$ cat src/bscr_cfg.svh
// Constants for the bus status, clock divider and soft reset block.
// Assumes inclusion by bare name from every design file that needs them.
`ifndef BSCR_CFG_SVH
`define BSCR_CFG_SVH
`define BSCR_ADDR_DIV      8'hcc
`define BSCR_ADDR_SRST     8'hcd
`define BSCR_DIV_RESET     8'h00
`define BSCR_SCALAR_HI     6
`define BSCR_SCALAR_LO     3
`define BSCR_EXP_HI        2
`define BSCR_EXP_LO        0
`define BSCR_SCL_FACTOR    5'h0a
`define BSCR_ST_BUS_ERR    8'h00
`define BSCR_ST_START      8'h08
`define BSCR_ST_RSTART     8'h10
`define BSCR_ST_AW_ACK     8'h18
`define BSCR_ST_AW_NACK    8'h20
`define BSCR_ST_MTX_ACK    8'h28
`define BSCR_ST_MTX_NACK   8'h30
`define BSCR_ST_ARB_LOST   8'h38
`define BSCR_ST_AR_ACK     8'h40
`define BSCR_ST_AR_NACK    8'h48
`define BSCR_ST_MRX_ACK    8'h50
`define BSCR_ST_MRX_NACK   8'h58
`define BSCR_ST_SW_ACK     8'h60
`define BSCR_ST_SW_ARB     8'h68
`define BSCR_ST_GC_ACK     8'h70
`define BSCR_ST_GC_ARB     8'h78
`define BSCR_ST_SRX_ACK    8'h80
`define BSCR_ST_SRX_NACK   8'h88
`define BSCR_ST_GRX_ACK    8'h90
`define BSCR_ST_GRX_NACK   8'h98
`define BSCR_ST_SLV_STOP   8'ha0
`define BSCR_ST_SR_ACK     8'ha8
`define BSCR_ST_SR_ARB     8'hb0
`define BSCR_ST_STX_ACK    8'hb8
`define BSCR_ST_STX_NACK   8'hc0
`define BSCR_ST_STX_LAST   8'hc8
`define BSCR_ST_A2W_ACK    8'hd0
`define BSCR_ST_A2W_NACK   8'hd8
`define BSCR_ST_IDLE       8'hf8
`define BSCR_FIFO_DEPTH    16
`endif

$ cat src/bscr_pkg.sv
// Types shared by the status, clock divider and soft reset block.
// Assumes no other package.
package bscr_pkg;
  typedef enum logic [4:0] {
    BSCR_EV_BUS_ERR, BSCR_EV_START, BSCR_EV_RSTART, BSCR_EV_ADDR_W, BSCR_EV_MTX,
    BSCR_EV_ARB_LOST, BSCR_EV_ADDR_R, BSCR_EV_MRX, BSCR_EV_SLV_W, BSCR_EV_GCALL,
    BSCR_EV_SRX, BSCR_EV_GRX, BSCR_EV_SLV_STOP, BSCR_EV_SLV_R, BSCR_EV_STX,
    BSCR_EV_STX_LAST, BSCR_EV_ADDR2_W
  } bscr_event_e;
  typedef struct packed {
    bscr_event_e kind;
    logic        ack;
    logic        after_arb;
  } bscr_event_s;
  typedef struct packed {
    logic       wr;
    logic       rd;
    logic [7:0] addr;
    logic [7:0] wdata;
  } bscr_cpu_s;
  typedef enum logic [1:0] {BSCR_IDLE, BSCR_BUSY, BSCR_ERROR} bscr_state_e;
endpackage

$ cat src/bscr_fifo.sv
// Small synchronous FIFO with valid and ready on both sides.
// Assumes one clock and an active-low asynchronous reset already synchronised.
`timescale 1ns/1ps
module bscr_fifo #(
  parameter int WIDTH = 8,
  parameter int DEPTH = 16
) (
  input  wire logic             i_clk,
  input  wire logic             i_rst_n,
  input  wire logic             i_clear,
  input  wire logic [WIDTH-1:0] i_data,
  input  wire logic             i_valid,
  output logic                  o_ready,
  output logic [WIDTH-1:0]      o_data,
  output logic                  o_valid,
  input  wire logic             i_ready
);
  localparam int AW = $clog2(DEPTH);
  logic [WIDTH-1:0] mem [DEPTH];
  logic [AW-1:0]    wr_ptr;
  logic [AW-1:0]    rd_ptr;
  logic [AW:0]      count;
  wire              push = i_valid && o_ready;
  wire              pop  = o_valid && i_ready;

  assign o_ready = (count != (AW+1)'(DEPTH));
  assign o_valid = (count != '0);
  assign o_data  = mem[rd_ptr];

  always_ff @(posedge i_clk) begin
    if (push) begin
      mem[wr_ptr] <= i_data;
    end
  end

  always_ff @(posedge i_clk or negedge i_rst_n) begin
    if (!i_rst_n) begin
      wr_ptr <= '0;
      rd_ptr <= '0;
      count  <= '0;
    end else if (i_clear) begin
      wr_ptr <= '0;
      rd_ptr <= '0;
      count  <= '0;
    end else begin
      if (push) begin
        wr_ptr <= wr_ptr + 1'b1;
      end
      if (pop) begin
        rd_ptr <= rd_ptr + 1'b1;
      end
      count <= count + (AW+1)'(push) - (AW+1)'(pop);
    end
  end
endmodule

$ cat src/bscr_top.sv
// Status code register, clock divider register, sample and bus clock
// dividers, bus-error recovery and software reset of the two-wire controller.
// Assumes the byte engine reports events over a valid/ready port and that
// the control register logic supplies the flag clear and start/stop bits.
`timescale 1ns/1ps
`include "bscr_cfg.svh"
module bscr_top (
  input  wire logic                 i_clk,
  input  wire logic                 i_resetn,
  input  wire logic                 i_cpu_wr,
  input  wire logic                 i_cpu_rd,
  input  wire logic [7:0]           i_cpu_addr,
  input  wire logic [7:0]           i_cpu_wdata,
  output logic [7:0]                o_cpu_rdata,
  output logic                      o_cpu_rvalid,
  input  wire bscr_pkg::bscr_event_s i_event,
  input  wire logic                 i_event_valid,
  output logic                      o_event_ready,
  input  wire logic                 i_illegal_cond,
  input  wire logic                 i_flag_clear,
  input  wire logic                 i_stop_request_bit,
  input  wire logic                 i_start_request_bit,
  output logic                      o_interrupt_flag_bit,
  output logic [7:0]                o_bus_state_code,
  output logic                      o_sample_tick,
  output logic                      o_scl_tick,
  output logic                      o_issue_start,
  output logic                      o_bus_idle,
  output logic                      o_engine_reset
);
  logic                  rst_meta;
  logic                  rst_sync;
  logic                  soft_rst;
  logic                  rst_n;
  logic [7:0]            bus_clock_divider;
  logic [7:0]            code;
  logic                  flag;
  bscr_pkg::bscr_state_e state;
  bscr_pkg::bscr_state_e next_state;
  logic [7:0]            samp_cnt;
  logic [7:0]            samp_lim;
  logic                  issue_start;
  bscr_pkg::bscr_event_s ev_data;
  logic                  ev_valid;
  logic                  ev_take;
  logic [7:0]            ev_code;

  // Reset release through two flip-flops.
  always_ff @(posedge i_clk or negedge i_resetn) begin
    if (!i_resetn) begin
      rst_meta <= 1'b0;
      rst_sync <= 1'b0;
    end else begin
      rst_meta <= 1'b1;
      rst_sync <= rst_meta;
    end
  end

  wire wr_div  = i_cpu_wr && (i_cpu_addr == `BSCR_ADDR_DIV);
  wire wr_srst = i_cpu_wr && (i_cpu_addr == `BSCR_ADDR_SRST);

  always_ff @(posedge i_clk or negedge rst_sync) begin
    if (!rst_sync) begin
      soft_rst <= 1'b0;
    end else begin
      soft_rst <= wr_srst;
    end
  end
  assign rst_n          = rst_sync && !soft_rst;
  assign o_engine_reset = soft_rst;

  always_ff @(posedge i_clk or negedge rst_sync) begin
    if (!rst_sync) begin
      bus_clock_divider <= `BSCR_DIV_RESET;
    end else if (soft_rst) begin
      bus_clock_divider <= `BSCR_DIV_RESET;
    end else if (wr_div) begin
      bus_clock_divider <= {1'b0, i_cpu_wdata[`BSCR_SCALAR_HI:`BSCR_EXP_LO]};
    end
  end

  wire [3:0] scalar   = bus_clock_divider[`BSCR_SCALAR_HI:`BSCR_SCALAR_LO];
  wire [2:0] exponent = bus_clock_divider[`BSCR_EXP_HI:`BSCR_EXP_LO];

  assign samp_lim      = 8'((9'h001 << exponent) - 9'h001);
  assign o_sample_tick = (samp_cnt >= samp_lim);
  always_ff @(posedge i_clk or negedge rst_sync) begin
    if (!rst_sync) begin
      samp_cnt <= 8'h00;
    end else if (soft_rst || o_sample_tick) begin
      samp_cnt <= 8'h00;
    end else begin
      samp_cnt <= samp_cnt + 8'h01;
    end
  end

  // bus clock prescale by 10(M+1).
  // The prescaler counts sample ticks; ten groups of M+1 ticks per bus-clock phase.
  wire [7:0] scl_lim = 8'(`BSCR_SCL_FACTOR * ({4'h0, scalar} + 8'h01) - 8'h01);
  logic [7:0] scl_div;
  assign o_scl_tick = o_sample_tick && (scl_div >= scl_lim);
  always_ff @(posedge i_clk or negedge rst_sync) begin
    if (!rst_sync) begin
      scl_div <= 8'h00;
    end else if (soft_rst || o_scl_tick) begin
      scl_div <= 8'h00;
    end else if (o_sample_tick) begin
      scl_div <= scl_div + 8'h01;
    end
  end

  // Event queue from the byte engine.
  bscr_fifo #(
    .WIDTH ($bits(bscr_pkg::bscr_event_s)),
    .DEPTH (`BSCR_FIFO_DEPTH)
  ) u_fifo (
    .i_clk   (i_clk),
    .i_rst_n (rst_sync),
    .i_clear (soft_rst),
    .i_data  (i_event),
    .i_valid (i_event_valid),
    .o_ready (o_event_ready),
    .o_data  (ev_data),
    .o_valid (ev_valid),
    .i_ready (ev_take)
  );

  // An event is presented only while the flag is clear, so each code is seen.
  assign ev_take = ev_valid && !flag && !i_illegal_cond
                   && (state == bscr_pkg::BSCR_BUSY || state == bscr_pkg::BSCR_IDLE);

  // Status code selection for each event kind.
  always_comb begin
    ev_code = `BSCR_ST_IDLE;
    case (ev_data.kind)
      bscr_pkg::BSCR_EV_START:    ev_code = `BSCR_ST_START;
      bscr_pkg::BSCR_EV_RSTART:   ev_code = `BSCR_ST_RSTART;
      bscr_pkg::BSCR_EV_ADDR_W:   ev_code = ev_data.ack ? `BSCR_ST_AW_ACK : `BSCR_ST_AW_NACK;
      bscr_pkg::BSCR_EV_MTX:      ev_code = ev_data.ack ? `BSCR_ST_MTX_ACK : `BSCR_ST_MTX_NACK;
      bscr_pkg::BSCR_EV_ARB_LOST: ev_code = `BSCR_ST_ARB_LOST;
      bscr_pkg::BSCR_EV_ADDR_R:   ev_code = ev_data.ack ? `BSCR_ST_AR_ACK : `BSCR_ST_AR_NACK;
      bscr_pkg::BSCR_EV_MRX:      ev_code = ev_data.ack ? `BSCR_ST_MRX_ACK : `BSCR_ST_MRX_NACK;
      bscr_pkg::BSCR_EV_SLV_W:    ev_code = ev_data.after_arb ? `BSCR_ST_SW_ARB : `BSCR_ST_SW_ACK;
      bscr_pkg::BSCR_EV_GCALL:    ev_code = ev_data.after_arb ? `BSCR_ST_GC_ARB : `BSCR_ST_GC_ACK;
      bscr_pkg::BSCR_EV_SRX:      ev_code = ev_data.ack ? `BSCR_ST_SRX_ACK : `BSCR_ST_SRX_NACK;
      bscr_pkg::BSCR_EV_GRX:      ev_code = ev_data.ack ? `BSCR_ST_GRX_ACK : `BSCR_ST_GRX_NACK;
      bscr_pkg::BSCR_EV_SLV_STOP: ev_code = `BSCR_ST_SLV_STOP;
      bscr_pkg::BSCR_EV_SLV_R:    ev_code = ev_data.after_arb ? `BSCR_ST_SR_ARB : `BSCR_ST_SR_ACK;
      bscr_pkg::BSCR_EV_STX:      ev_code = ev_data.ack ? `BSCR_ST_STX_ACK : `BSCR_ST_STX_NACK;
      bscr_pkg::BSCR_EV_STX_LAST: ev_code = `BSCR_ST_STX_LAST;
      bscr_pkg::BSCR_EV_ADDR2_W:  ev_code = ev_data.ack ? `BSCR_ST_A2W_ACK : `BSCR_ST_A2W_NACK;
      bscr_pkg::BSCR_EV_BUS_ERR:  ev_code = `BSCR_ST_BUS_ERR;
      default:                    ev_code = `BSCR_ST_IDLE;
    endcase
  end

  // Error recovery state machine.
  wire recover = (state == bscr_pkg::BSCR_ERROR) && i_flag_clear && i_stop_request_bit;
  always_comb begin
    next_state = state;
    case (state)
      bscr_pkg::BSCR_IDLE: begin
        if (i_illegal_cond) begin
          next_state = bscr_pkg::BSCR_ERROR;
        end else if (ev_take) begin
          next_state = bscr_pkg::BSCR_BUSY;
        end
      end
      bscr_pkg::BSCR_BUSY: begin
        if (i_illegal_cond) begin
          next_state = bscr_pkg::BSCR_ERROR;
        end
      end
      bscr_pkg::BSCR_ERROR: begin
        if (recover) begin
          next_state = bscr_pkg::BSCR_IDLE;
        end
      end
      default: next_state = bscr_pkg::BSCR_IDLE;
    endcase
  end

  always_ff @(posedge i_clk or negedge rst_n) begin
    if (!rst_n) begin
      state       <= bscr_pkg::BSCR_IDLE;
      issue_start <= 1'b0;
    end else begin
      state       <= next_state;
      issue_start <= recover && i_start_request_bit;
    end
  end

  // Status code and flag; a new code wins over a clear in the same cycle.
  always_ff @(posedge i_clk or negedge rst_n) begin
    if (!rst_n) begin
      code <= `BSCR_ST_IDLE;
      flag <= 1'b0;
    end else if (i_illegal_cond && state != bscr_pkg::BSCR_ERROR) begin
      code <= `BSCR_ST_BUS_ERR;
      flag <= 1'b1;
    end else if (ev_take) begin
      code <= ev_code;
      flag <= 1'b1;
    end else if (i_flag_clear) begin
      code <= `BSCR_ST_IDLE;
      flag <= 1'b0;
    end
  end

  wire [7:0] status_rd = {code[7:3], 3'b000};
  wire       rd_hit    = i_cpu_rd && (i_cpu_addr == `BSCR_ADDR_DIV);
  always_ff @(posedge i_clk or negedge rst_n) begin
    if (!rst_n) begin
      o_cpu_rdata  <= 8'h00;
      o_cpu_rvalid <= 1'b0;
    end else begin
      o_cpu_rdata  <= rd_hit ? status_rd : 8'h00;
      o_cpu_rvalid <= i_cpu_rd;
    end
  end

  assign o_interrupt_flag_bit = flag;
  assign o_bus_state_code     = status_rd;
  assign o_issue_start        = issue_start;
  assign o_bus_idle           = (state == bscr_pkg::BSCR_IDLE);
endmodule

$ cat config.mk
export PLATFORM = sky130hd
export DESIGN_NAME = bscr_top
export DESIGN_NICKNAME = d
export VERILOG_FILES = /design/src/bscr_pkg.sv /design/src/bscr_fifo.sv /design/src/bscr_top.sv
export VERILOG_INCLUDE_DIRS = /design/src
export SDC_FILE = /design/constraint.sdc
export NUM_CORES = 1
export LEC_CHECK = 0
export BUFFER_PORTS_ARGS = -buffer_cell sky130_fd_sc_hd__buf_2
export CAP_MARGIN = 30
export CORE_MARGIN = 4
export CORE_UTILIZATION = 50
export CTS_CLUSTER_DIAMETER = 50
export DETAILED_ROUTE_END_ITERATION = 12
export HOLD_SLACK_MARGIN = 0.08
export PLACE_DENSITY = 0.82
export SYNTH_ARGS = -nofsm -noshare
export SYNTH_HDL_FRONTEND = slang
export SYNTH_SLANG_ARGS = --single-unit
$ cat constraint.sdc
create_clock -name i_clk -period 3.2 [get_ports i_clk]
set_input_delay 0 -clock i_clk [delete_from_list [all_inputs] [get_ports i_clk]]
set_output_delay 0 -clock i_clk [all_outputs]
set_load 0.1 [all_outputs]
* Word-level counts from Yosys, hierarchy flattened *
Memory sizes are Yosys's and may differ from the RTL's.
Cells that the tools add are included.

storage, ports and cells
  memory bits (read-only) = 0
  output and inout port bits = 24
  memory bits (writable) = 112
  bits in latches = 0
  bits of input ports = 32
  bits in registers = 60
  memories kept = 1
  logic and storage cells = 119

memories
  memory      depth  width  read ports  clocked after memory_dff  wr ports  RTL line         RTL
  u_fifo.mem  16     7      1           0                         1         bscr_fifo.sv:19  logic [WIDTH-1:0] mem [DEPTH];

operators by class
  order comparisons = 2
  multipliers = 1
  mux-type cells = 36
  shift operators = 1
  divide/modulo/power cells = 0
  reductions and logical operators = 29
  bitwise gates (word level) = 0
  equal/unequal tests = 25
  add/sub/neg operators = 9

operators with widths
  operator                                             number
  one-hot mux 8 bit (17 select lines)                  1
  two-way mux 8 bit                                    7
  two-way mux 4 bit                                    11
  equality test 5 x 4 -> 1 bit, second input constant  8
  two-way mux 7 bit                                    3
  equality test 5 x 3 -> 1 bit, second input constant  4
  adder 8 x 1 -> 8 bit, second input constant          2
  equality test 8 bit, second input constant           2
  >= comparator 8 bit                                  2
  subtractor 8 x 1 -> 8 bit, second input constant     2
  two-way mux 5 bit                                    3
  logical AND 1 bit                                    14
  equality test 5 x 2 -> 1 bit, second input constant  2
  adder 4 x 1 -> 4 bit, second input constant          2
  two-way mux 2 bit                                    4
  nonzero test 2 bit                                   4
  << shifter 1 x 3 -> 8 bit, first input constant      1
  multiplier 3 x 5 -> 7 bit, first input constant      1
  two-way mux 6 bit                                    1
  inequality test 2 bit, second input constant         3
  one-hot mux 2 bit (3 select lines)                   1
  adder 4 x 1 -> 5 bit, second input constant          1
  adder 5 x 1 -> 5 bit                                 1
  equality test 5 x 1 -> 1 bit, second input constant  1
  other kinds (14)                                     22

* Logic depth before layout (Yosys ltp) *
Gate-level depths: netlist of the first run.

  depth in word-level cells = 7
  depth in mapped cells = 18
  mapped depth without buffers = 17

* Cells and area by module *
A second synthesis of the first run with hierarchy kept.

second synthesis, totals
  cells, all modules = 606
  area, all modules = 8026.4 um2

by module, submodules not included
  module     cells an instance  times used  area each (um2)  sequential area each (um2)
  bscr_fifo  308                1           5270.1           3688.5
  bscr_top   298                1           2756.4           1032.2

* Worst setup path before layout of the first run *
No wires, ideal clock.

  path type = register to register
  start = register bus_clock_divider[3]
  end = register scl_div[0]
  buffers on the path = 1
  cell stages (with the launch flop) = 18
  path slack = -1.200 ns
  period minus slack after synthesis = 4.400 ns
  arrival = 4.275 ns
  required time = 3.075 ns
  cell sequence = dfrtp_1 ha_1 and3_1 ha_1 inv_1 fa_1 nand2_1 inv_1 o21ai_0 a221oi_1 xor2_1 ha_1 nand2_1 o21ai_0 and3_1 or2_2 clkbuf_1 nor2_1

between the ends
  longest elaborated chain between the ends = 7
  elaborated cells between the ends (all ways) = 8

RTL lines
  item                                                     RTL line         RTL
  start: declaration                                       bscr_top.sv:35   logic [7:0] bus_clock_divider;
  start signal: assignment                                 bscr_top.sv:74   bus_clock_divider <= `BSCR_DIV_RESET;
  start signal: assignment                                 bscr_top.sv:76   bus_clock_divider <= `BSCR_DIV_RESET;
  start signal: assignment                                 bscr_top.sv:78   bus_clock_divider <= {1'b0, i_cpu_wdata[`BSCR_SCALAR_HI:`BSCR_EXP_LO]};
  adder 4 x 1 -> 5 bit *                                   bscr_top.sv:99   wire [7:0] scl_lim = 8'(`BSCR_SCL_FACTOR * ({4'h0, scalar} + 8'h01) - 8'h01);
  multiplier 3 x 5 -> 7 bit (no source line) *             --
  subtractor 8 x 1 -> 8 bit (no source line) *             --
  >= comparator 8 bit *                                    bscr_top.sv:101  assign o_scl_tick = o_sample_tick && (scl_div >= scl_lim);
  logical AND 1 bit *                                      bscr_top.sv:101
  named net o_scl_tick                                     bscr_top.sv:26   output logic o_scl_tick,
  logical OR 1 bit *                                       bscr_top.sv:105  end else if (soft_rst || o_scl_tick) begin
  two-way mux 8 bit or nonzero test 2 bit (tied branches)  --
  end signal: assignment                                   bscr_top.sv:108  scl_div <= scl_div + 8'h01;
  end: declaration                                         bscr_top.sv:100  logic [7:0] scl_div;

The timed path passes the listed nets; every way through them passes the cells marked *.
A chain may end at the register's enable or synchronous reset.

* Worst setup path in the final report of the first run *
  start = register bus_clock_divider[3]
  end = output port o_scl_tick

between the ends
  longest elaborated chain between the ends = 5

RTL lines
  item                                        RTL line
  adder 4 x 1 -> 5 bit                        bscr_top.sv:99
  multiplier 3 x 5 -> 7 bit (no source line)  --
  subtractor 8 x 1 -> 8 bit (no source line)  --
  >= comparator 8 bit                         bscr_top.sv:101
  logical AND 1 bit                           bscr_top.sv:101
  end: declaration                            bscr_top.sv:26

No other way between the ends.

==> results of run 1 <==
## stage by stage
stage	setup slack, ns	util (%)	power (mW)	hold slack (ns)	instance area [um^2]
after floorplan	-0.4877	-	5.606	-0.2956	7959
after global placement	-0.3975	55.83	6.198	-0.2117	8549
after detailed placement	-0.5902	55.83	6.357	-0.2087	8549
after CTS	-0.5923	62.08	8.430	0.2578	9508
after global routing	-0.8722	62.58	8.952	0.3046	9584
final	-0.6336	62.58	8.460	0.2678	9584
## power groups by stage
| stage | Clock [mW] | Combinational, mW | Sequential [mW] |
|---|---|---|---|
| CTS | 1.99 | 3.50 | 2.94 |
| global route | 2.10 | 3.87 | 2.99 |
| detailed placement | 0 | 3.38 | 2.98 |
| finish | 1.96 | 3.55 | 2.95 |
| floorplan | 0 | 2.47 | 3.14 |
| global placement | 0 | 3.26 | 2.94 |
## final cells by class
cell class | instances | share of cell area (%)
flip-flops and latches | 166 | 49.28
multi-input cells | 365 | 31.66
repair buffers | 117 | 9.034
clock buffers | 19 | 4.517
well taps | 211 | 2.755
clock inverters | 13 | 1.410
inverters | 33 | 1.345
## synthesized netlist by cell type (13+ instances only)
library cell | instances | area [um^2]
inv_1 | 31 | 116.4
ha_1 | 35 | 437.9
xor2_1 | 13 | 113.9
mux2i_1 | 27 | 270.3
dfrtp_1 | 49 | 1226
o21ai_0 | 20 | 100.1
nand3_1 | 15 | 75.07
nor2_1 | 44 | 165.2
nand2_1 | 24 | 90.09
mux4_2 | 16 | 360.4
edfxtp_1 | 112 | 3363
a21oi_1 | 28 | 140.1
## critical path, delay by kind of cell (launching register included)
family / cells / cell delay [ns]
buffers and inverters: 4 / 0.37
AND/OR/NAND/NOR: 4 / 0.49
AO/OA/AOI/OAI: 3 / 0.50
XOR/XNOR: 2 / 0.28
adder cells (fa/ha/maj): 4 / 1.34
flip-flops: 1 / 0.44
## logic make-up after synthesis
logic type	after synthesis	share of synthesized area [%]
other	2	0.09573
AND/OR/NAND/NOR	151	9.904
XOR/XNOR	25	2.791
multiplexers	48	8.947
flip-flops	166	60.18
AO/OA/AOI/OAI	96	8.214
adder cells (fa/ha/maj)	37	6.093
buffers and inverters	59	3.780
## repair_timing
| action | CTS | global route |
|---|---|---|
| gates resized for setup | 12 | 14 |
| endpoints found under the hold margin | 139 | 0 |
| hold buffers | 28 | 0 |
| setup buffers | 6 | 3 |
| endpoints found under the setup margin | 9 | 10 |
| pin swaps | 14 | 13 |
## path summary, 6_finish.rpt
kind	slack (ns)	to	from	cells after the start
worst max register to register	-0.63	scl_div[6]	bus_clock_divider[3]	18
worst min register to register	0.31	scl_div[1]	rst_sync	0
max in group asynchronous	1.98	code[3]	rst_sync	2
worst min-delay path	0.27	o_cpu_rvalid	i_cpu_rd	2
min in group asynchronous	0.31	scl_div[1]	rst_sync	0
worst max-delay path	-0.63	o_scl_tick	bus_clock_divider[3]	17
## sequential cells by signal (all words and copies together) (netlist names), 2 cells and up
register,cells
samp_cnt,8
state,2
u_fifo.wr_ptr,4
bus_clock_divider,7
o_cpu_rdata,5
u_fifo.rd_ptr,4
u_fifo.mem,112
u_fifo.count,5
scl_div,8
code,5
## routing by layer
| layer | track usage (%) | vias to the layer above | share of wire (%) |
|---|---|---|---|
| met2 | 33.55 | 177 | 50 |
| met5 | 0 | - | 0 |
| met1 | 25.59 | 2580 | 43 |
| met4 | 6.171 | 0 | 1.5 |
| li1 | - | 2409 | - |
| met3 | 4.758 | 21 | 5.8 |
==> results.md, run 1 <==
- Final worst-path cycle share: 119.8%
- Drt wl/cell: 18.35 um
- Crit start category: flop
- Syn avg cell area: 13.43 um^2
- Multi-input logic area: 0.003034 mm^2
- Io pins: 56
- Worst EP required: 3.20 ns
- Switch share: 39.05%
- Vias per cell: 5.614
- Reg area: 0.004723 mm^2
- Rel. slew slack: 43.44%
- Leak: 3.906 nW
- CP max stage delay: 0.55 ns
- CTS tree: done
- Core Area: 0.01531 mm^2
- Worst vdd ir: 0.0005561 V
- Final worst path period need: 3.834 ns
- Seq/Total Area, Yosys: 60.18%
- Chip width: 133.3 um
- Post-synthesis cell count: 584
- Internal: 5.157 mW
- Ant diodes: 0
- Final wirelength: 16950 um
- TNS Setup: -4.120 ns
- Post-synthesis cell area: 0.007845 mm^2
- Final ANT Viol Nets: 0
- Grt total ovfl: 0
- DRT iter0 DRCs: 472
- Number of synthesized flops with an enable pin: 112
- Initial Utilization: 51.23%
- Failing checks: negative setup slack
- First-pass GRT wire length: 27320 um
- Post-route non-filler standard cell count: 924
- Pins over their slew limit: 0
- Root buffer cell: clkbuf_16
- Async set-or-reset flop fraction in the synthesized netlist: 32.53%
- Post-route DRC: 0
- Via count: 5187
- Worst-Skew Late Latency: 0.43 ns
- CTS Buf Count: 17
- Fin. Hold Viols: 0
- Psw: 3.303 mW
- PortBufs: 48
- Worst slew pin tran: 0.8453 ns
- H-tree depth: 4
- Synth warnings: 0
- Clock Skew: 0.006229 ns
- Vias in the first global route: 5242
- Reg clk slew, reported paths: 0.06 ns
- Power per cell area: 882.7 mW/mm^2
- Layout cells sized above 1: 26.51%
- Synth cell types: 62
- Placed cells: 855
- Most frequent cells in the layout: 112 x edfxtp_1, 47 x dfrtp_1, 46 x buf_2
- CTS sink cnt: 166
- Height of the chip: 133.3 um
- Crit Path Class: reg -> out
- Sequential power share: 34.9%
- RSZ-0062 raised after global routing: yes
- Nets: 769
- Slowest cell on the critical path: fa_1
- Fin worst setup slack: -0.6336 ns
- First-pass iteration count of the detailed router: 5
- Initial antenna violation count: 0
- Maximum root-to-sink buffer count: 2
- Overall Global Routing Usage: 19.87%
- Cells along the critical path: nand3_2 -> xnor2_2 -> ha_1 -> ha_4 -> inv_2 -> fa_1 -> nand2_2 -> inv_2 -> o21ai_2 -> a221oi_2 -> xor2_1 -> ha_1 -> nand2_1 -> o21ai_2 -> and3_4 -> buf_6 -> buf_12
- Largest net degree at the start of global routing: 32
- Clock power share: 23.2%
- Worst min-delay path class: in -> reg
- CP max FO: 3
- Max-cap viol count: 0
- Outcome: finished with violations
- Flops & latches, synth: 166
- Final Setup Violations: 9
- Post-DP HPWL: 11100 um
- Filler Cells Inserted: 1069
- Synthesis-to-finish area growth: 22.17%
- CP endpoint kind: output pin
- Most common cell after layout, fill and taps aside: edfxtp_1
- Gp weighted congestion: 0.7935
- Gate power share: 41.9%
- Top_reg_cell synth: edfxtp_1
- Crit path DAT: 3.83 ns
- Max Fclk: 260.9 MHz
- Row Count: 45
- DIE AREA: 0.01776 mm^2
No activity file was read; power rests on OpenSTA's default activity.
==> run 2: changes to the inputs <==
Settings changed: SYNTH_HIERARCHICAL set to 1.
==> run 2 against run 1 <==
Compared with the run above:
- design area increased by 1.4%
- global-route usage increased by 1.0 points
- critical endpoint is now scl_div[2]
- combinational power about the same
- the run still ends with negative setup slack left
- setup slack got worse by 0.35 ns
- synthesized cell count increased by 3.8%
- clock power increased by 3%
==> results.md, run 2 <==
- Synthesis-to-finish area growth: 21.04%
- Vias per cell: 5.756
- Final worst path period need: 4.181 ns
- Most frequent cells in the layout: 112 x edfxtp_1, 47 x dfrtp_1, 47 x buf_2
- Crit start category: flop
- Switch share: 39.50%
- Seq/Total Area, Yosys: 58.82%
- Critical R2R Capture: scl_div[2]
- Psw: 3.367 mW
- Max-cap viol count: 0
- Sequential power share: 34.6%
- Vias in the first global route: 5681
- Internal: 5.157 mW
- RSZ-0062 raised after global routing: yes
- Worst min-delay path class: in -> reg
- DP Worst Slack: -0.9422 ns
- Row Count: 46
- Final core occ: 61.38%
- Buf/Inv on CP: 3
- Fin worst setup slack: -0.9807 ns
- Leading cell type by number of instances after synthesis: edfxtp_1
- Worst vdd ir: 0.0004400 V
- RR Startpoint: bus_clock_divider[3]
- Final worst-path cycle share: 130.6%
- Max reg flops: 112
- Gate power share: 41.8%
- Final Setup Violations: 9
- Slowest cell on the critical path: fa_1
- Layout cells sized above 1: 25.51%
- Post-DP HPWL: 11690 um
- Post-synthesis cell area: 0.008026 mm^2
- Synth cell types: 70
- CTS tree: done
- Total chip power: 8.524 mW
- Reg clk slew, reported paths: 0.07 ns
- Number of synthesized flops with an enable pin: 112
- Drt wl/cell: 19.38 um
- Maximum root-to-sink buffer count: 2
- Initial antenna violation count: 0
- Largest net degree at the start of global routing: 29
- CTS sink cnt: 166
- Async set-or-reset flop fraction in the synthesized netlist: 32.53%
- First-pass GRT wire length: 29220 um
- Via count: 5439
- Overall Global Routing Usage: 20.87%
- Top post-synthesis cells by count: 112 x edfxtp_1, 49 x dfrtp_1, 43 x nor2_1
- Fin. Hold Viols: 0
- CP Depth: 18
- Io pins: 56
- Post-synthesis cell count: 606
- DIE AREA: 0.01814 mm^2
- DRT iter0 DRCs: 580
- Crit Path Class: reg -> reg
- Root buffer cell: clkbuf_16
- Leak: 3.863 nW
- Top Registers: u_fifo/mem (112), samp_cnt (8), scl_div (8)
- First-pass iteration count of the detailed router: 7
- CP max stage delay: 0.56 ns
- H-tree depth: 4
- Ant diodes: 0
- Worst-Skew Late Latency: 0.43 ns
- Synth warnings: 6
- CTS Buf Count: 17
- Failing checks: negative setup slack
- Outcome: finished with violations
- Biggest register: u_fifo/mem
- Max Fclk: 239.2 MHz
- Post-route DRC: 0
- Grt total ovfl: 0
- Clock power share: 23.6%
- Clock Skew: 0.005785 ns
- Hold Path Sink: bus_clock_divider[3]
- Final wirelength: 18310 um
- Power per cell area: 877.4 mW/mm^2
- Pins over their slew limit: 0
- Top_reg_cell synth: edfxtp_1
- Crit path DAT: 4.52 ns
- CP endpoint kind: flop
- Initial Utilization: 50.71%
- Flops & latches, synth: 166
- Final ANT Viol Nets: 0
- Post-DP Area: 0.008685 mm^2
- FF-to-FF path depth: 18
- Synth top area share: 41.90%
- Gp weighted congestion: 0.8854
- Cells along the critical path: ha_4 -> and3_4 -> ha_4 -> inv_2 -> fa_1 -> nor2b_4 -> nand3b_1 -> inv_2 -> o21ai_2 -> a221oi_2 -> xor2_1 -> ha_1 -> o2111a_2 -> a221oi_4 -> buf_4 -> nand3_2 -> or3b_1 -> a31oi_1
- Hold Startpoint: i_cpu_wr
- CP max FO: 4
- Critical path's top delay family: adder cells
- Rel. slew slack: 40.09%
- Core Area: 0.01583 mm^2
- Synth area leaders: edfxtp_1 42%, dfrtp_1 15%, ha_1 5.5%
- Chip width: 134.7 um
- Most common cell after layout, fill and taps aside: edfxtp_1
- Min Hold Slack: 0.1691 ns
- R2r setup slk: -0.98 ns
- Worst slew pin tran: 0.8987 ns
- Height of the chip: 134.7 um
- Worst EP required: 3.54 ns
- Syn avg cell area: 13.24 um^2
- PortBufs: 48
- Largest area contributor in the netlist: edfxtp_1
- Nets: 785
- Final non-filler cell area: 0.009716 mm^2
- CP Launch Point: bus_clock_divider[3]
- Min-Delay Path Depth: 6
-- run 2: cell count changes in the layout (fill, tap and decap cells not counted), moves of 4 or more --
| cell | change |
|---|---|
| nor3b_1 | +5 |
| a221oi_1 | +4 |
| and2_1 | +5 |
| a21oi_2 | -5 |
| nand2_1 | +6 |
| a31oi_1 | +4 |
| a22oi_1 | +5 |
| a21oi_1 | -6 |
| and3_1 | -6 |
| o21ai_0 | +7 |
| mux2i_1 | +10 |
-- run 2: worst max-delay path by stage --
stage | slack, ns | endpoint
after CTS | -0.97 | scl_div[2]
after global routing | -1.26 | scl_div[2]
after global placement | -0.75 | scl_div[2]
final | -0.98 | scl_div[2]
after floorplan | -0.76 | scl_div[2]
after detailed placement | -0.94 | scl_div[2]
-- run 2: per-stage QoR --
step	cells	TNS, ns
finish	945	-7.075
global route	945	-9.415
CTS	945	-6.614
detailed placement	881	-7.166
global placement	881	-5.488
floorplan	612	-5.032
-- run 2: power groups by stage --
stage | logic [mW] | clock network (mW) | registers, mW
floorplan | 2.39 | 0 | 3.15
CTS | 3.47 | 2.03 | 2.94
global placement | 3.17 | 0 | 2.94
detailed placement | 3.31 | 0 | 2.97
global route | 3.84 | 2.13 | 2.98
finish | 3.57 | 2.01 | 2.95
-- run 2: final cells by class --
cell class	instances	area [um^2]
fill	1104	6112
sequential	166	4723
multi-input combinational	385	3169
timing repair buffer	115	858.3
clock buffer	18	429.2
tap	216	270.3
clock inverter	14	148.9
inverter	31	116.4
-- run 2: worst min-delay path, stage by stage --
cell,delay [ns]
buf_2,0.10
inv_1,0.04
or2_2,0.14
nor2_4,0.08
mux2i_1,0.15
nor2_1,0.05
-- run 2: kinds of logic after synthesis --
logic type	synth area share (%)
adder cells (fa/ha/maj)	5.955
XOR/XNOR	2.510
buffers and inverters	4.068
flip-flops	58.82
other	0.09357
multiplexers	8.683
AO/OA/AOI/OAI	8.979
AND/OR/NAND/NOR	10.90
-- run 2: repair_timing --
| item | CTS | global route |
|---|---|---|
| resized for setup | 21 | 11 |
| buffers inserted | 5 | 1 |
| pin swaps | 15 | 11 |
| hold endpoints to repair | 141 | 0 |
| hold buffers | 27 | 0 |
| endpoints found under the setup margin | 10 | 10 |
-- run 2: per-layer routing --
metal,vias to the layer above,track usage (%),wire length (um),part of all wire [%]
met5,-,0,0,0
met4,0,9.446,652,3.6
met3,60,4.955,1081,5.9
met2,246,35.63,9449,52
met1,2672,25.21,7129,39
li1,2461,-,-,-
==> run 3: changes to the inputs <==
Settings changed: CELL_PAD_IN_SITES_DETAIL_PLACEMENT set to 1, CELL_PAD_IN_SITES_GLOBAL_PLACEMENT set to 2, CORE_UTILIZATION 50 to 39, PLACE_DENSITY 0.82 to 0.88.
==> run 3 against run 2 <==
Compared with the run above:
- the flow still finishes with violations (negative setup slack)
- routed wire length grew 8.5%
- largest power group unchanged
- clock skew grew 0.0075 ns
- die area grew 26%
- sequential share of layout area shrank 1.1 points
- clock power is essentially flat
- global-route usage shrank 2.7 points
- setup slack lost 0.023 ns
- design area grew 2.3%
- total power grew 1.9%
- core utilization shrank 12 points
==> results.md, run 3 (synthesized netlist as in run 2, its figures left out) <==
- Max-cap viol count: 0
- CTS sink cnt: 166
- Largest net degree at the start of global routing: 39
- Critical path's top delay family: adder cells
- Power per cell area: 873.8 mW/mm^2
- Post-DP HPWL: 13510 um
- Via count: 5388
- Biggest register: u_fifo/mem
- Vias per cell: 5.319
- FF-to-FF path depth: 17
- Vias in the first global route: 5915
- Initial Utilization: 39.67%
- Post-DP Area: 0.008777 mm^2
- PortBufs: 48
- Crit Path Class: reg -> out
- Top Registers: u_fifo/mem (112), samp_cnt (8), scl_div (8)
- Synthesis-to-finish area growth: 23.80%
- Root buffer cell: clkbuf_16
- Rel. slew slack: 47.83%
- CP Depth: 17
- CP max FO: 3
- Critical R2R Capture: scl_div[2]
- Crit path DAT: 4.20 ns
- First-pass GRT wire length: 31830 um
- Initial antenna violation count: 0
- RR Startpoint: bus_clock_divider[4]
- CTS tree: done
- Final non-filler cell area: 0.009937 mm^2
- Drt wl/cell: 19.61 um
- Fin worst setup slack: -1.004 ns
- Slowest cell on the critical path: fa_1
- Chip width: 151.5 um
- Layout cells sized above 1: 27.46%
- Outcome: finished with violations
- Final ANT Viol Nets: 0
- RSZ-0062 raised after global routing: yes
- Most common cell on crit path: ha_4
- DRT iter0 DRCs: 289
- Failing checks: negative setup slack
- Overall Global Routing Usage: 18.13%
- Reg clk slew, reported paths: 0.07 ns
- Worst slew pin tran: 0.7796 ns
- Filler Cells Inserted: 2073
- Buf/Inv on CP: 4
- Final worst path period need: 4.204 ns
- Core Area: 0.02023 mm^2
- Worst-Skew Late Latency: 0.44 ns
- Worst min-delay path class: in -> reg
- Final worst-path cycle share: 131.4%
- Hold Path Sink: bus_clock_divider[6]
- Fin. Hold Viols: 0
- Worst EP required: 3.20 ns
- CP max stage delay: 0.54 ns
- Max Fclk: 237.9 MHz
- Leak: 3.931 nW
- Final wirelength: 19860 um
- Clock Skew: 0.01324 ns
- Min Hold Slack: 0.1585 ns
- Io pins: 56
- Final Setup Violations: 9
- Crit start category: flop
- Nets: 799
- Maximum root-to-sink buffer count: 2
- CP endpoint kind: output pin
- Ant diodes: 0
- Pins over their slew limit: 0
- Worst vdd ir: 0.0004466 V
- Row Count: 52
- Most frequent cells in the layout: 112 x edfxtp_1, 48 x buf_4, 47 x buf_2
- Post-route DRC: 0
- Cells along the critical path: ha_4 -> and3_4 -> ha_4 -> inv_1 -> fa_1 -> nor2b_4 -> nand3b_1 -> inv_2 -> o21ai_2 -> a221oi_2 -> xor2_1 -> ha_1 -> o2111a_1 -> a221oi_4 -> buf_6 -> nor2_4 -> buf_12
- Min-Delay Path Depth: 6
- CTS Buf Count: 17
- R2r setup slk: -0.98 ns
- Hold Startpoint: i_cpu_wr
- Gp weighted congestion: 0.7826
- Most common cell after layout, fill and taps aside: edfxtp_1
- Height of the chip: 151.5 um
- First-pass iteration count of the detailed router: 4
- H-tree depth: 4
- Grt total ovfl: 0
- DIE AREA: 0.02294 mm^2
- Max reg flops: 112
-- run 3: cell types whose count changed in the layout (fill, tap and decap cells not counted), moves of 2 or more --
cell | previous run | this run
bufinv_16 | 2 | 0
clkinv_8 | 0 | 3
inv_8 | 1 | 5
buf_4 | 36 | 48
dlygate4sd3_1 | 27 | 30
clkinv_2 | 3 | 0
a21oi_2 | 5 | 7
a21oi_1 | 13 | 11
-- run 3: layout make-up --
| cell class | instances | area (um^2) | share of cell area (%) |
|---|---|---|---|
| sequential | 166 | 4725 | 47.54 |
| clock inverter | 15 | 172.7 | 1.738 |
| clock buffer | 17 | 425.4 | 4.281 |
| timing repair buffer | 129 | 958.4 | 9.645 |
| inverter | 31 | 116.4 | 1.171 |
| tap | 270 | 337.8 | 3.400 |
| multi-input combinational | 385 | 3202 | 32.22 |
-- run 3: worst register-to-register path, delay by kind of cell (launching register included) --
| kind | cells | cell delay, ns |
|---|---|---|
| AO/OA/AOI/OAI | 5 | 1.03 |
| XOR/XNOR | 1 | 0.20 |
| adder cells (fa/ha/maj) | 4 | 1.28 |
| buffers and inverters | 2 | 0.17 |
| flip-flops | 1 | 0.44 |
| AND/OR/NAND/NOR | 5 | 1.00 |
-- run 3: through the flow --
step / instances / power [mW] / setup slack, ns / setup TNS [ns] / utilization (%)
after floorplan: 612 / 5.543 / -0.7560 / -5.032 / -
after global placement: 940 / 6.196 / -0.7454 / -5.545 / 43.38
after detailed placement: 940 / 6.398 / -1.079 / -8.383 / 43.38
after CTS: 1010 / 8.623 / -1.047 / -8.065 / 48.46
after global routing: 1013 / 9.182 / -1.222 / -9.871 / 49.11
final: 1013 / 8.683 / -1.004 / -7.833 / 49.11
-- run 3: how the worst max path moves through the flow --
stage | slack (ns) | startpoint | to
after CTS | -1.05 | bus_clock_divider[3] | o_scl_tick
after floorplan | -0.76 | bus_clock_divider[4] | scl_div[2]
after detailed placement | -1.08 | bus_clock_divider[4] | scl_div[2]
after global routing | -1.22 | bus_clock_divider[4] | o_scl_tick
after global placement | -0.75 | bus_clock_divider[4] | scl_div[2]
final | -1.00 | bus_clock_divider[4] | o_scl_tick
-- run 3: layer usage --
layer | vias to the layer above | part of all wire [%] | GRT usage (%)
li1 | 2490 | - | -
met1 | 2776 | 40 | 21.59
met2 | 95 | 55 | 33.03
met3 | 27 | 3.0 | 3.034
met4 | 0 | 1.9 | 6.346
met5 | - | 0 | 0
-- run 3: what timing repair did --
action / in CTS / in global routing
endpoints found under the hold margin: 141 / 0
setup endpoints to repair: 10 / 12
setup buffers: 8 / 4
gates resized for setup: 16 / 21
hold buffers: 30 / 0
pin swaps: 14 / 13
cloned: 0 / 0
-- run 3: power breakdown --
group          internal [mW]  switching [mW]  leakage, nW  total (mW)
logic                   1.43            2.30         1.95        3.73
registers               2.65           0.273         1.69        2.93
clock network           1.06           0.973        0.290        2.03
total                   5.14            3.54         3.93        8.68
